<file path="src/hdl/btr_pkg.sv">
// constants, field layout and types shared by the block-transfer release control files
package btr_pkg;
  // register indices; the byte address on the bus is four times the index
  localparam logic [7:0] IDX_SS1_TIMING = 8'hcf;
  localparam logic [7:0] IDX_RELEASE = 8'hd3;
  localparam logic [7:0] IDX_BLOCK_CTL = 8'hd7;
  localparam logic [7:0] IDX_LEN_HI = 8'hdb;
  localparam logic [7:0] IDX_LEN_LO = 8'hdf;
  localparam logic [7:0] IDX_SYS_RESET = 8'he3;
  localparam logic [7:0] IDX_STATUS = 8'he7;
  localparam int APB_AW = 12;
  // field positions
  localparam int BURST_LSB = 0;
  localparam int BURST_W = 6;
  localparam int RELMODE_LSB = 6;
  localparam int ILV_LSB = 0;
  localparam int ILV_W = 4;
  localparam int DIR_BIT = 4;
  localparam int MOVE_EN_BIT = 5;
  localparam int LDMA_EN_BIT = 6;
  localparam int MDMA_EN_BIT = 7;
  localparam int LATER_LSB = 4;
  localparam int LATER_W = 4;
  // reset values
  localparam logic [7:0] RELEASE_RST = 8'h00;
  localparam logic [7:0] BLOCK_CTL_RST = 8'h00;
  localparam logic [7:0] LEN_HI_RST = 8'h00;
  localparam logic [7:0] LEN_LO_RST = 8'h00;
  localparam logic [7:0] SS1_TIMING_RST = 8'h00;
  localparam logic [7:0] SYSRESET_KEY = 8'hf0;
  localparam logic [6:0] BURST_MAX = 7'h40;
  // timing
  localparam int CLK_PERIOD_NS = 8;
  localparam int SYSRESET_HOLD_MS = 200;
  localparam int SYSRESET_HOLD_CYC = SYSRESET_HOLD_MS * 1000000 / CLK_PERIOD_NS;
  localparam int INTERLEAVE_UNIT_NS = 250;
  localparam int INTERLEAVE_UNIT_CYC = (INTERLEAVE_UNIT_NS + CLK_PERIOD_NS - 1) / CLK_PERIOD_NS;
  // bus release modes
  typedef enum logic [1:0] {
    REL_RELEASE_ON_REQUEST = 2'b00,
    REL_RELEASE_WHEN_DONE = 2'b01,
    REL_RELEASE_ON_BUS_CLEAR = 2'b10,
    REL_CAPTURE_AND_HOLD = 2'b11
  } btr_rel_t;
  // local-dma sequencer states
  typedef enum logic [2:0] {
    DMA_IDLE = 3'b001,
    DMA_BURST = 3'b010,
    DMA_GAP = 3'b100
  } btr_dma_t;
endpackage : btr_pkg

</file>
<file path="src/hdl/btr_timer_if.sv">
// interleave timer request and completion between the control core and the timer
`timescale 1ns/1ps
interface btr_timer_if;
  logic start;
  logic [3:0] periods;
  logic done;
  modport ctl (output start, output periods, input done);
  modport tmr (input start, input periods, output done);
endinterface : btr_timer_if

</file>
<file path="src/hdl/btr_core.sv">
// register bank and block-transfer start, burst and release control
//
// What this block does
// - later slave block cycles on second select wait 0 or 2.0..9.0 fast periods
// - six-bit burst length counts bus cycles; zero means 64
// - two-bit release mode picks request, done, bus clear or capture-and-hold
// - gap between bursts is 250 ns times the four-bit interleave field
// - direction bit set means block reads, clear means block writes for local dma
// - move enable: next bus transfer starts a block; clearing ends it
// - local-dma enable: next master write strobe is the initiation cycle
// - module dma enable: next request pin assertion starts; clearing ends it
// - byte count is high byte register joined with low byte register
// - low length bit 0 set means ignore length and run exactly one burst
// - local-dma cycles are 16 or 32 bits wide, never 8
// - writing f0 to system reset drives system reset 200 ms and resets inside
`timescale 1ns/1ps
module btr_core #(
  parameter int RESET_HOLD_CYC = btr_pkg::SYSRESET_HOLD_CYC,
  parameter int UNIT_CYC = btr_pkg::INTERLEAVE_UNIT_CYC
) (
  // clock, reset, enable
  input wire logic clk_sys,
  input wire logic rstn,
  input wire logic ce,
  // apb slave
  input wire logic psel,
  input wire logic penable,
  input wire logic pwrite,
  input wire logic [btr_pkg::APB_AW-1:0] paddr,
  input wire logic [31:0] pwdata,
  output logic [31:0] prdata,
  output logic pready,
  output logic pslverr,
  // local and system-bus events
  input wire logic sysbus_xfer_start,
  input wire logic master_write_strobe_n,
  input wire logic block_transfer_request_pin_n,
  input wire logic dma_cycle_done,
  input wire logic dma_cycle_d32,
  // system reset line, open drain
  input wire logic sysreset_n_i,
  output logic sysreset_n_o,
  output logic sysreset_n_oe,
  // control outputs
  output btr_pkg::btr_rel_t release_mode,
  output logic [6:0] burst_cycles,
  output logic [4:0] slave_block_later_cycle_delay,
  output logic dma_read,
  output logic move_block_active,
  output logic module_dma_active,
  output logic dma_start,
  output logic dma_burst_end,
  output logic dma_done,
  output logic [15:0] dma_bytes_left
);
  import btr_pkg::*;
  localparam int HW = $clog2(RESET_HOLD_CYC + 1);

  // true when the bus address selects the register with this index
  function automatic logic hit(input logic [APB_AW-1:0] a, input logic [7:0] idx);
    return a == {2'b00, idx, 2'b00};
  endfunction : hit

  // half fast-clock periods for a timing code: 0, then 4 (2.0) up to 18 (9.0)
  function automatic logic [4:0] later_half(input logic [3:0] code);
    return (code == 4'h0) ? 5'h00 : 5'({1'b0, code} + 5'h03);
  endfunction : later_half

  logic rst_s1_r, rst_n;
  logic [7:0] rel_r, btc_r, len_hi_r, len_lo_r, ss1_r;
  logic soft_rst_r;
  logic [HW-1:0] hold_cnt_r;
  logic mwb_prev_r, blt_prev_r;
  btr_dma_t dma_st_r;
  logic single_r;
  logic [6:0] burst_cnt_r;
  logic [15:0] left_r;
  logic setup, wr_fire, mwb_fall, blt_fall;
  logic [15:0] step;
  logic last_cycle, burst_full;
  btr_timer_if tif ();

  // reset release through two flops; the first flop feeds only the second
  always_ff @(posedge clk_sys or negedge rstn) begin
    if (!rstn) begin
      rst_s1_r <= 1'b0;
      rst_n <= 1'b0;
    end else begin
      rst_s1_r <= 1'b1;
      rst_n <= rst_s1_r;
    end
  end

  assign setup = psel & ~penable;
  assign wr_fire = psel & penable & pready & pwrite;
  assign mwb_fall = mwb_prev_r & ~master_write_strobe_n;
  assign blt_fall = blt_prev_r & ~block_transfer_request_pin_n;
  assign step = dma_cycle_d32 ? 16'h0004 : 16'h0002;
  assign last_cycle = single_r ? 1'b0 : (left_r <= step);
  assign burst_full = (7'(burst_cnt_r + 7'h01) == burst_cycles);

  // apb answer: decoded in setup, presented in the access cycle, no extra wait
  always_ff @(posedge clk_sys or negedge rst_n) begin
    if (!rst_n) begin
      pready <= 1'b0;
      pslverr <= 1'b0;
      prdata <= 32'h0000_0000;
    end else if (ce) begin
      pready <= setup;
      pslverr <= 1'b0;
      prdata <= 32'h0000_0000;
      if (setup) begin
        if (hit(paddr, IDX_RELEASE)) prdata <= {24'h000000, rel_r};
        else if (hit(paddr, IDX_BLOCK_CTL)) prdata <= {24'h000000, btc_r};
        else if (hit(paddr, IDX_LEN_HI)) prdata <= {24'h000000, len_hi_r};
        else if (hit(paddr, IDX_LEN_LO)) prdata <= {24'h000000, len_lo_r};
        else if (hit(paddr, IDX_SS1_TIMING)) prdata <= {24'h000000, ss1_r};
        else if (hit(paddr, IDX_STATUS)) begin
          prdata <= {16'h0000, sysreset_n_oe, single_r, module_dma_active,
                     move_block_active, 1'b0, dma_st_r, 8'h00} | {16'h0000, left_r};
        end else if (!hit(paddr, IDX_SYS_RESET)) pslverr <= 1'b1;
      end
    end
  end

  // configuration registers; a system reset key restores them all
  always_ff @(posedge clk_sys or negedge rst_n) begin
    if (!rst_n) begin
      rel_r <= RELEASE_RST;
      btc_r <= BLOCK_CTL_RST;
      len_hi_r <= LEN_HI_RST;
      len_lo_r <= LEN_LO_RST;
      ss1_r <= SS1_TIMING_RST;
    end else if (ce) begin
      if (soft_rst_r) begin
        rel_r <= RELEASE_RST;
        btc_r <= BLOCK_CTL_RST;
        len_hi_r <= LEN_HI_RST;
        len_lo_r <= LEN_LO_RST;
        ss1_r <= SS1_TIMING_RST;
      end else if (wr_fire) begin
        if (hit(paddr, IDX_RELEASE)) rel_r <= pwdata[7:0];
        if (hit(paddr, IDX_BLOCK_CTL)) btc_r <= pwdata[7:0];
        if (hit(paddr, IDX_LEN_HI)) len_hi_r <= pwdata[7:0];
        if (hit(paddr, IDX_LEN_LO)) len_lo_r <= pwdata[7:0];
        if (hit(paddr, IDX_SS1_TIMING)) ss1_r <= pwdata[7:0];
      end
    end
  end

  // system reset: drive the line low for the hold count; the counter itself
  // survives the internal reset so the pulse always runs its full length
  always_ff @(posedge clk_sys or negedge rst_n) begin
    if (!rst_n) begin
      soft_rst_r <= 1'b0;
      hold_cnt_r <= '0;
      sysreset_n_oe <= 1'b0;
    end else if (ce) begin
      soft_rst_r <= 1'b0;
      if (wr_fire && hit(paddr, IDX_SYS_RESET) && pwdata[7:0] == SYSRESET_KEY) begin
        soft_rst_r <= 1'b1;
        hold_cnt_r <= HW'(RESET_HOLD_CYC);
        sysreset_n_oe <= 1'b1;
      end else if (hold_cnt_r != '0) begin
        hold_cnt_r <= hold_cnt_r - HW'(1);
        sysreset_n_oe <= (hold_cnt_r != HW'(1));
      end
    end
  end

  // registered copies of configuration seen by the transfer engines
  always_ff @(posedge clk_sys or negedge rst_n) begin
    if (!rst_n) begin
      sysreset_n_o <= 1'b0;
      release_mode <= REL_RELEASE_ON_REQUEST;
      burst_cycles <= BURST_MAX;
      slave_block_later_cycle_delay <= 5'h00;
      dma_read <= 1'b0;
    end else if (ce) begin
      sysreset_n_o <= 1'b0;
      release_mode <= btr_rel_t'(rel_r[RELMODE_LSB +: 2]);
      burst_cycles <= (rel_r[BURST_LSB +: BURST_W] == 6'h00) ? BURST_MAX
                      : {1'b0, rel_r[BURST_LSB +: BURST_W]};
      slave_block_later_cycle_delay <= later_half(ss1_r[LATER_LSB +: LATER_W]);
      dma_read <= btc_r[DIR_BIT];
    end
  end

  // move and module-dma activity; the pins are synchronous, edges seen directly
  always_ff @(posedge clk_sys or negedge rst_n) begin
    if (!rst_n) begin
      mwb_prev_r <= 1'b1;
      blt_prev_r <= 1'b1;
      move_block_active <= 1'b0;
      module_dma_active <= 1'b0;
    end else if (ce) begin
      mwb_prev_r <= master_write_strobe_n;
      blt_prev_r <= block_transfer_request_pin_n;
      if (!btc_r[MOVE_EN_BIT] || soft_rst_r) move_block_active <= 1'b0;
      else if (sysbus_xfer_start) move_block_active <= 1'b1;
      if (!btc_r[MDMA_EN_BIT] || soft_rst_r) module_dma_active <= 1'b0;
      else if (blt_fall) module_dma_active <= 1'b1;
    end
  end

  assign tif.periods = btc_r[ILV_LSB +: ILV_W];

  // local-dma sequencer: bursts of the set cycle count, gaps between them
  always_ff @(posedge clk_sys or negedge rst_n) begin
    if (!rst_n) begin
      dma_st_r <= DMA_IDLE;
      single_r <= 1'b0;
      burst_cnt_r <= 7'h00;
      left_r <= 16'h0000;
      dma_start <= 1'b0;
      dma_burst_end <= 1'b0;
      dma_done <= 1'b0;
      dma_bytes_left <= 16'h0000;
      tif.start <= 1'b0;
    end else if (ce) begin
      dma_start <= 1'b0;
      dma_burst_end <= 1'b0;
      dma_done <= 1'b0;
      tif.start <= 1'b0;
      dma_bytes_left <= left_r;
      if (soft_rst_r || !btc_r[LDMA_EN_BIT]) begin
        // dropping the enable abandons the transfer rather than hanging on it
        dma_st_r <= DMA_IDLE;
      end else begin
        case (dma_st_r)
          DMA_IDLE: begin
            if (mwb_fall) begin
              dma_st_r <= DMA_BURST;
              dma_start <= 1'b1;
              left_r <= {len_hi_r, len_lo_r};
              single_r <= len_lo_r[0];
              burst_cnt_r <= 7'h00;
            end
          end
          DMA_BURST: begin
            if (dma_cycle_done) begin
              left_r <= (left_r > step) ? 16'(left_r - step) : 16'h0000;
              burst_cnt_r <= 7'(burst_cnt_r + 7'h01);
              if (last_cycle) begin
                dma_st_r <= DMA_IDLE;
                dma_done <= 1'b1;
              end else if (burst_full) begin
                dma_burst_end <= 1'b1;
                burst_cnt_r <= 7'h00;
                if (single_r) begin
                  dma_st_r <= DMA_IDLE;
                  dma_done <= 1'b1;
                end else begin
                  dma_st_r <= DMA_GAP;
                  tif.start <= 1'b1;
                end
              end
            end
          end
          DMA_GAP: begin
            if (tif.done) dma_st_r <= DMA_BURST;
          end
          default: dma_st_r <= DMA_IDLE;
        endcase
      end
    end
  end

  btr_interleave_timer #(.UNIT_CYC(UNIT_CYC)) u_gap (
    .clk_sys(clk_sys),
    .rst_n(rst_n),
    .ce(ce),
    .tif(tif.tmr)
  );
endmodule : btr_core

</file>
<file path="src/hdl/btr_interleave_timer.sv">
// interleave gap timer: periods times the 250 ns unit, then a done pulse
`timescale 1ns/1ps
module btr_interleave_timer #(
  parameter int UNIT_CYC = btr_pkg::INTERLEAVE_UNIT_CYC
) (
  // clock and control
  input wire logic clk_sys,
  input wire logic rst_n,
  input wire logic ce,
  // request and completion
  btr_timer_if.tmr tif
);
  import btr_pkg::*;
  localparam int CW = $clog2(UNIT_CYC * 16 + 1);
  logic [CW-1:0] cnt_r;
  logic run_r;

  // count the gap; a zero field finishes one cycle after the start
  always_ff @(posedge clk_sys or negedge rst_n) begin
    if (!rst_n) begin
      cnt_r <= '0;
      run_r <= 1'b0;
      tif.done <= 1'b0;
    end else if (ce) begin
      tif.done <= 1'b0;
      if (tif.start) begin
        cnt_r <= CW'(32'(tif.periods) * UNIT_CYC);
        run_r <= 1'b1;
      end else if (run_r) begin
        if (cnt_r <= CW'(1)) begin
          run_r <= 1'b0;
          cnt_r <= '0;
          tif.done <= 1'b1;
        end else begin
          cnt_r <= cnt_r - CW'(1);
        end
      end
    end
  end
endmodule : btr_interleave_timer

</file>
<file path="config.mk">
export PLATFORM = sky130hd
export DESIGN_NAME = btr_core
export DESIGN_NICKNAME = d
export VERILOG_FILES = /design/src/hdl/btr_pkg.sv /design/src/hdl/btr_timer_if.sv /design/src/hdl/btr_core.sv /design/src/hdl/btr_interleave_timer.sv
export SDC_FILE = /design/constraint.sdc
export NUM_CORES = 1
export LEC_CHECK = 0
export BUFFER_PORTS_ARGS = -buffer_cell sky130_fd_sc_hd__buf_2
export CAP_MARGIN = 20
export CORE_MARGIN = 3
export CORE_UTILIZATION = 24
export DETAILED_ROUTE_END_ITERATION = 12
export GPL_ROUTABILITY_DRIVEN = 0
export PLACE_DENSITY_LB_ADDON = 0.15
export SYNTH_ARGS = -nofsm -noshare
export SYNTH_HDL_FRONTEND = slang
export SYNTH_HIERARCHICAL = 1
export SYNTH_SLANG_ARGS = --single-unit
export TNS_END_PERCENT = 100
</file>
<file path="constraint.sdc">
create_clock -name clk_sys -period 10 [get_ports clk_sys]
set_clock_uncertainty 0.15 [all_clocks]
set_input_delay 1.5 -clock clk_sys [delete_from_list [all_inputs] [get_ports clk_sys]]
set_output_delay 1.5 -clock clk_sys [all_outputs]
set_load 0.05 [all_outputs]
</file>
==> qor.yml <==
pwr:
  ir_drop_mv: 0.1205
  leakage_nw: 4.348
  cellPowerDensity_nw_per_um2: 186.7
route:
  vias: 6624
  ant_nets: 0
  vias_per_cell: 4.896
  drc_errors: 0
  wl_per_cell_um: 19.74
  first_iter_violations: 525
  dr.pass1.iters: 5
  routed_wl_um: 26710
finish:
  fill_cells: 3613
  final_nets: 949
  seqCellArea_um2: 4138
  drive_above_1_share_pct: 24.39
  finalInstanceArea_um2: 9874
  synthToLayoutAreaGrowth_pct: 16.95
  finalNonFillerCells: 1353
  multi_input_area_um2: 3989
  n_antenna_cell: 0
setup_path:
  cp-end-kind: "flip-flop"
  required_ps: 10210
  worstSetupPathType: "input pin to flip-flop"
  crit_arrival_ps: 4280
  critPathSlowestCell: "o2111ai_2"
  crit_fanout: 15
  max_stage_delay_ps: 740
  path_cells: "buf_2 > nor4bb_1 > nand4_1 > o2111ai_2 > nand3_1 > or4_2 > a21oi_1"
  cp-start-kind: "input pin"
placed_design:
  dpl.hpwl_um: 19180
  port_buffers: 85
  placed_area_um2: 9301
  dp.cells: 1321
clocking:
  ctsResizeCount: 0
  h-tree-depth: 4
  cts_buffers: 17
  insertion_delay_ps: 440
  cts_sinks: 165
  cts_tree: "done"
  clk_pin_slew_ps: 80
  cts_max_path_buffers: 2
  cts_root_buf: "clkbuf_16"
  postCtsSetupBuffers: 0
  ctsHoldBuffers: 0
synth:
  synth_flop_cell: "dfrtp_1"
  yosys_warnings: 6
  yosysTopAreaCell: "dfrtp_1"
  synth_top_cell_area_share_pct: 47.72
  synth.distinct_cells: 77
  yosysMostFrequentCell: "dfrtp_1"
  synth-edff-count: 0
  synth_area_leaders: "dfrtp_1 48%, mux2_2 8.9%, o21ai_0 2.9%"
  async_flop_share_pct: 100.0
  synth_commonest_cells: "161 x dfrtp_1, 67 x mux2_2, 59 x nor2_1"
  netlist_area_um2: 8443
  ys_seq_elements: 165
  avgSynthCellArea_um2: 10.44
  seq_area_frac_synth_pct: 48.96
  synthCells: 809
hold_path:
  hold_path.class: "flip-flop to flip-flop"
timing:
  rsz0062_at_grt: "false"
  maxSlewHeadroom_pct: 35.57
  fin_crit_sh_pct: 40.67
  final-max-slew-violation-count: 0
  final.min_clock_period_ps: 4067
  fin_setup_tns_ps: 0
  hold_violations: 0
  setup_viol: 0
  clock.fmax_ghz: 0.2459
  worst_pin_slew_ps: 966.4
global_routing:
  antenna_found_initial: 1
  gr-usage-all-layers_pct: 14.30
  grt_overflow: 0
  grt_pass1_vias: 6518
  grt_max_degree: 62
  grt_first_pass_wirelength_um: 41590
die:
  num_io_pins: 128
  die_w_um: 193.6
  row_count: 68
  core_um2: 34630
  fp.dieH_um: 193.6
  die_area_um2: 37470
  start_util_pct: 24.38
job:
  cap_violations: 0
run_status:
  outcome: "complete, no violations"
==> registers in the layout (all words and copies together), names as in the netlist, 5 cells and up <==
register                       flops
dma_bytes_left                    16
left_r                            16
len_lo_r                           8
btc_r                              8
rel_r                              8
burst_cnt_r                        7
u_gap/cnt_r                       10
burst_cycles                       7
slave_block_later_cycle_delay      5
ss1_r                              8
len_hi_r                           8
hold_cnt_r                        25
prdata                            16
==> layout make-up <==
type                       count  area share (%)
tap                          455           5.765
clock inverter                12           1.178
sequential                   165           41.90
clock buffer                  20           4.625
multi-input combinational    579           40.40
timing repair buffer          96           5.144
inverter                      26          0.9883
==> per-stage QoR <==
stage | util, % | setup WS [ps] | total power, mW | hold slack [ps]
final | 28.52 | 5933 | 1.843 | 206.5
after global routing | 28.52 | 5709 | 1.946 | 214.3
after detailed placement | 26.86 | 5384 | 1.200 | 190.5
after floorplan | - | 4919 | 1.100 | 181.2
after CTS | 28.52 | 5857 | 1.871 | 208.1
after global placement | 26.86 | 5389 | 1.197 | 187.1
==> cell families after synthesis <==
logic type / count (synthesis) / synth area share, %
mux: 67 / 8.936
compound gates: 203 / 16.33
buf+inv: 81 / 4.579
other cells: 2 / 0.08895
xor+xnor: 24 / 2.490
simple gates: 259 / 17.34
fa+ha+maj: 8 / 1.274
flops: 165 / 48.96
==> metal layers <==
layer  vias to the layer above  global-route usage, %  share of wire (%)  wire (µm)
met1                      3297                  20.93                 49      13160
met4                         0                  3.349                1.6        417
met3                        24                  2.734                4.8       1271
met5                         -                      0                  0          0
li1                       3133                      -                  -          -
met2                       170                  21.89                 44      11870
==> worst paths after layout <==
| check | startpoint | to | slack (ps) | cells past startpoint |
|---|---|---|---|---|
| max reg2reg | burst_cnt_r[0] | burst_cnt_r[6] | 6860 | 7 |
| min | rst_s1_r | rst_n | 210 | 0 |
| min reg2reg | rst_s1_r | rst_n | 210 | 0 |
| max | paddr[4] | hold_cnt_r[10] | 5930 | 7 |
| max in group asynchronous | rst_n | hold_cnt_r[17] | 8140 | 1 |
| min in group asynchronous | rst_n | ss1_r[6] | 240 | 0 |
==> where the power goes <==
part	total, mW	switching (mW)	internal, mW
Sequential	0.843	0.0980	0.745
Clock	0.656	0.296	0.360
Combinational	0.344	0.221	0.123
Total	1.84	0.615	1.23
==> worst max-delay path, delay by kind of cell <==
kind / cells / cell delay (ps)
and+or+nand+nor: 4 / 1670
buffers and inverters: 1 / 200
AOI/OAI and AO/OA: 2 / 890
==> placed cells by master, fill, tap and decap left out, types with 8 or more instances in the layout <==
master and count:
dfrtp_1 160, buf_2 85, mux2_2 67, nor2_1 59, o21ai_0 49, nand2_1 40
a21oi_1 36, inv_1 26, nor3_1 22, xor2_1 18, nand3_1 18, conb_1 18
clkbuf_16 17, nor2b_1 15, nand2b_1 13, nor4_1 12, o2bb2ai_1 12, a22oi_1 12
or3_1 11, a31oi_1 11, buf_4 11, nand4_1 10, or4_1 10, nand3b_1 8
and3_1 8, o221ai_1 8
Power figures use the tool's default switching activity.
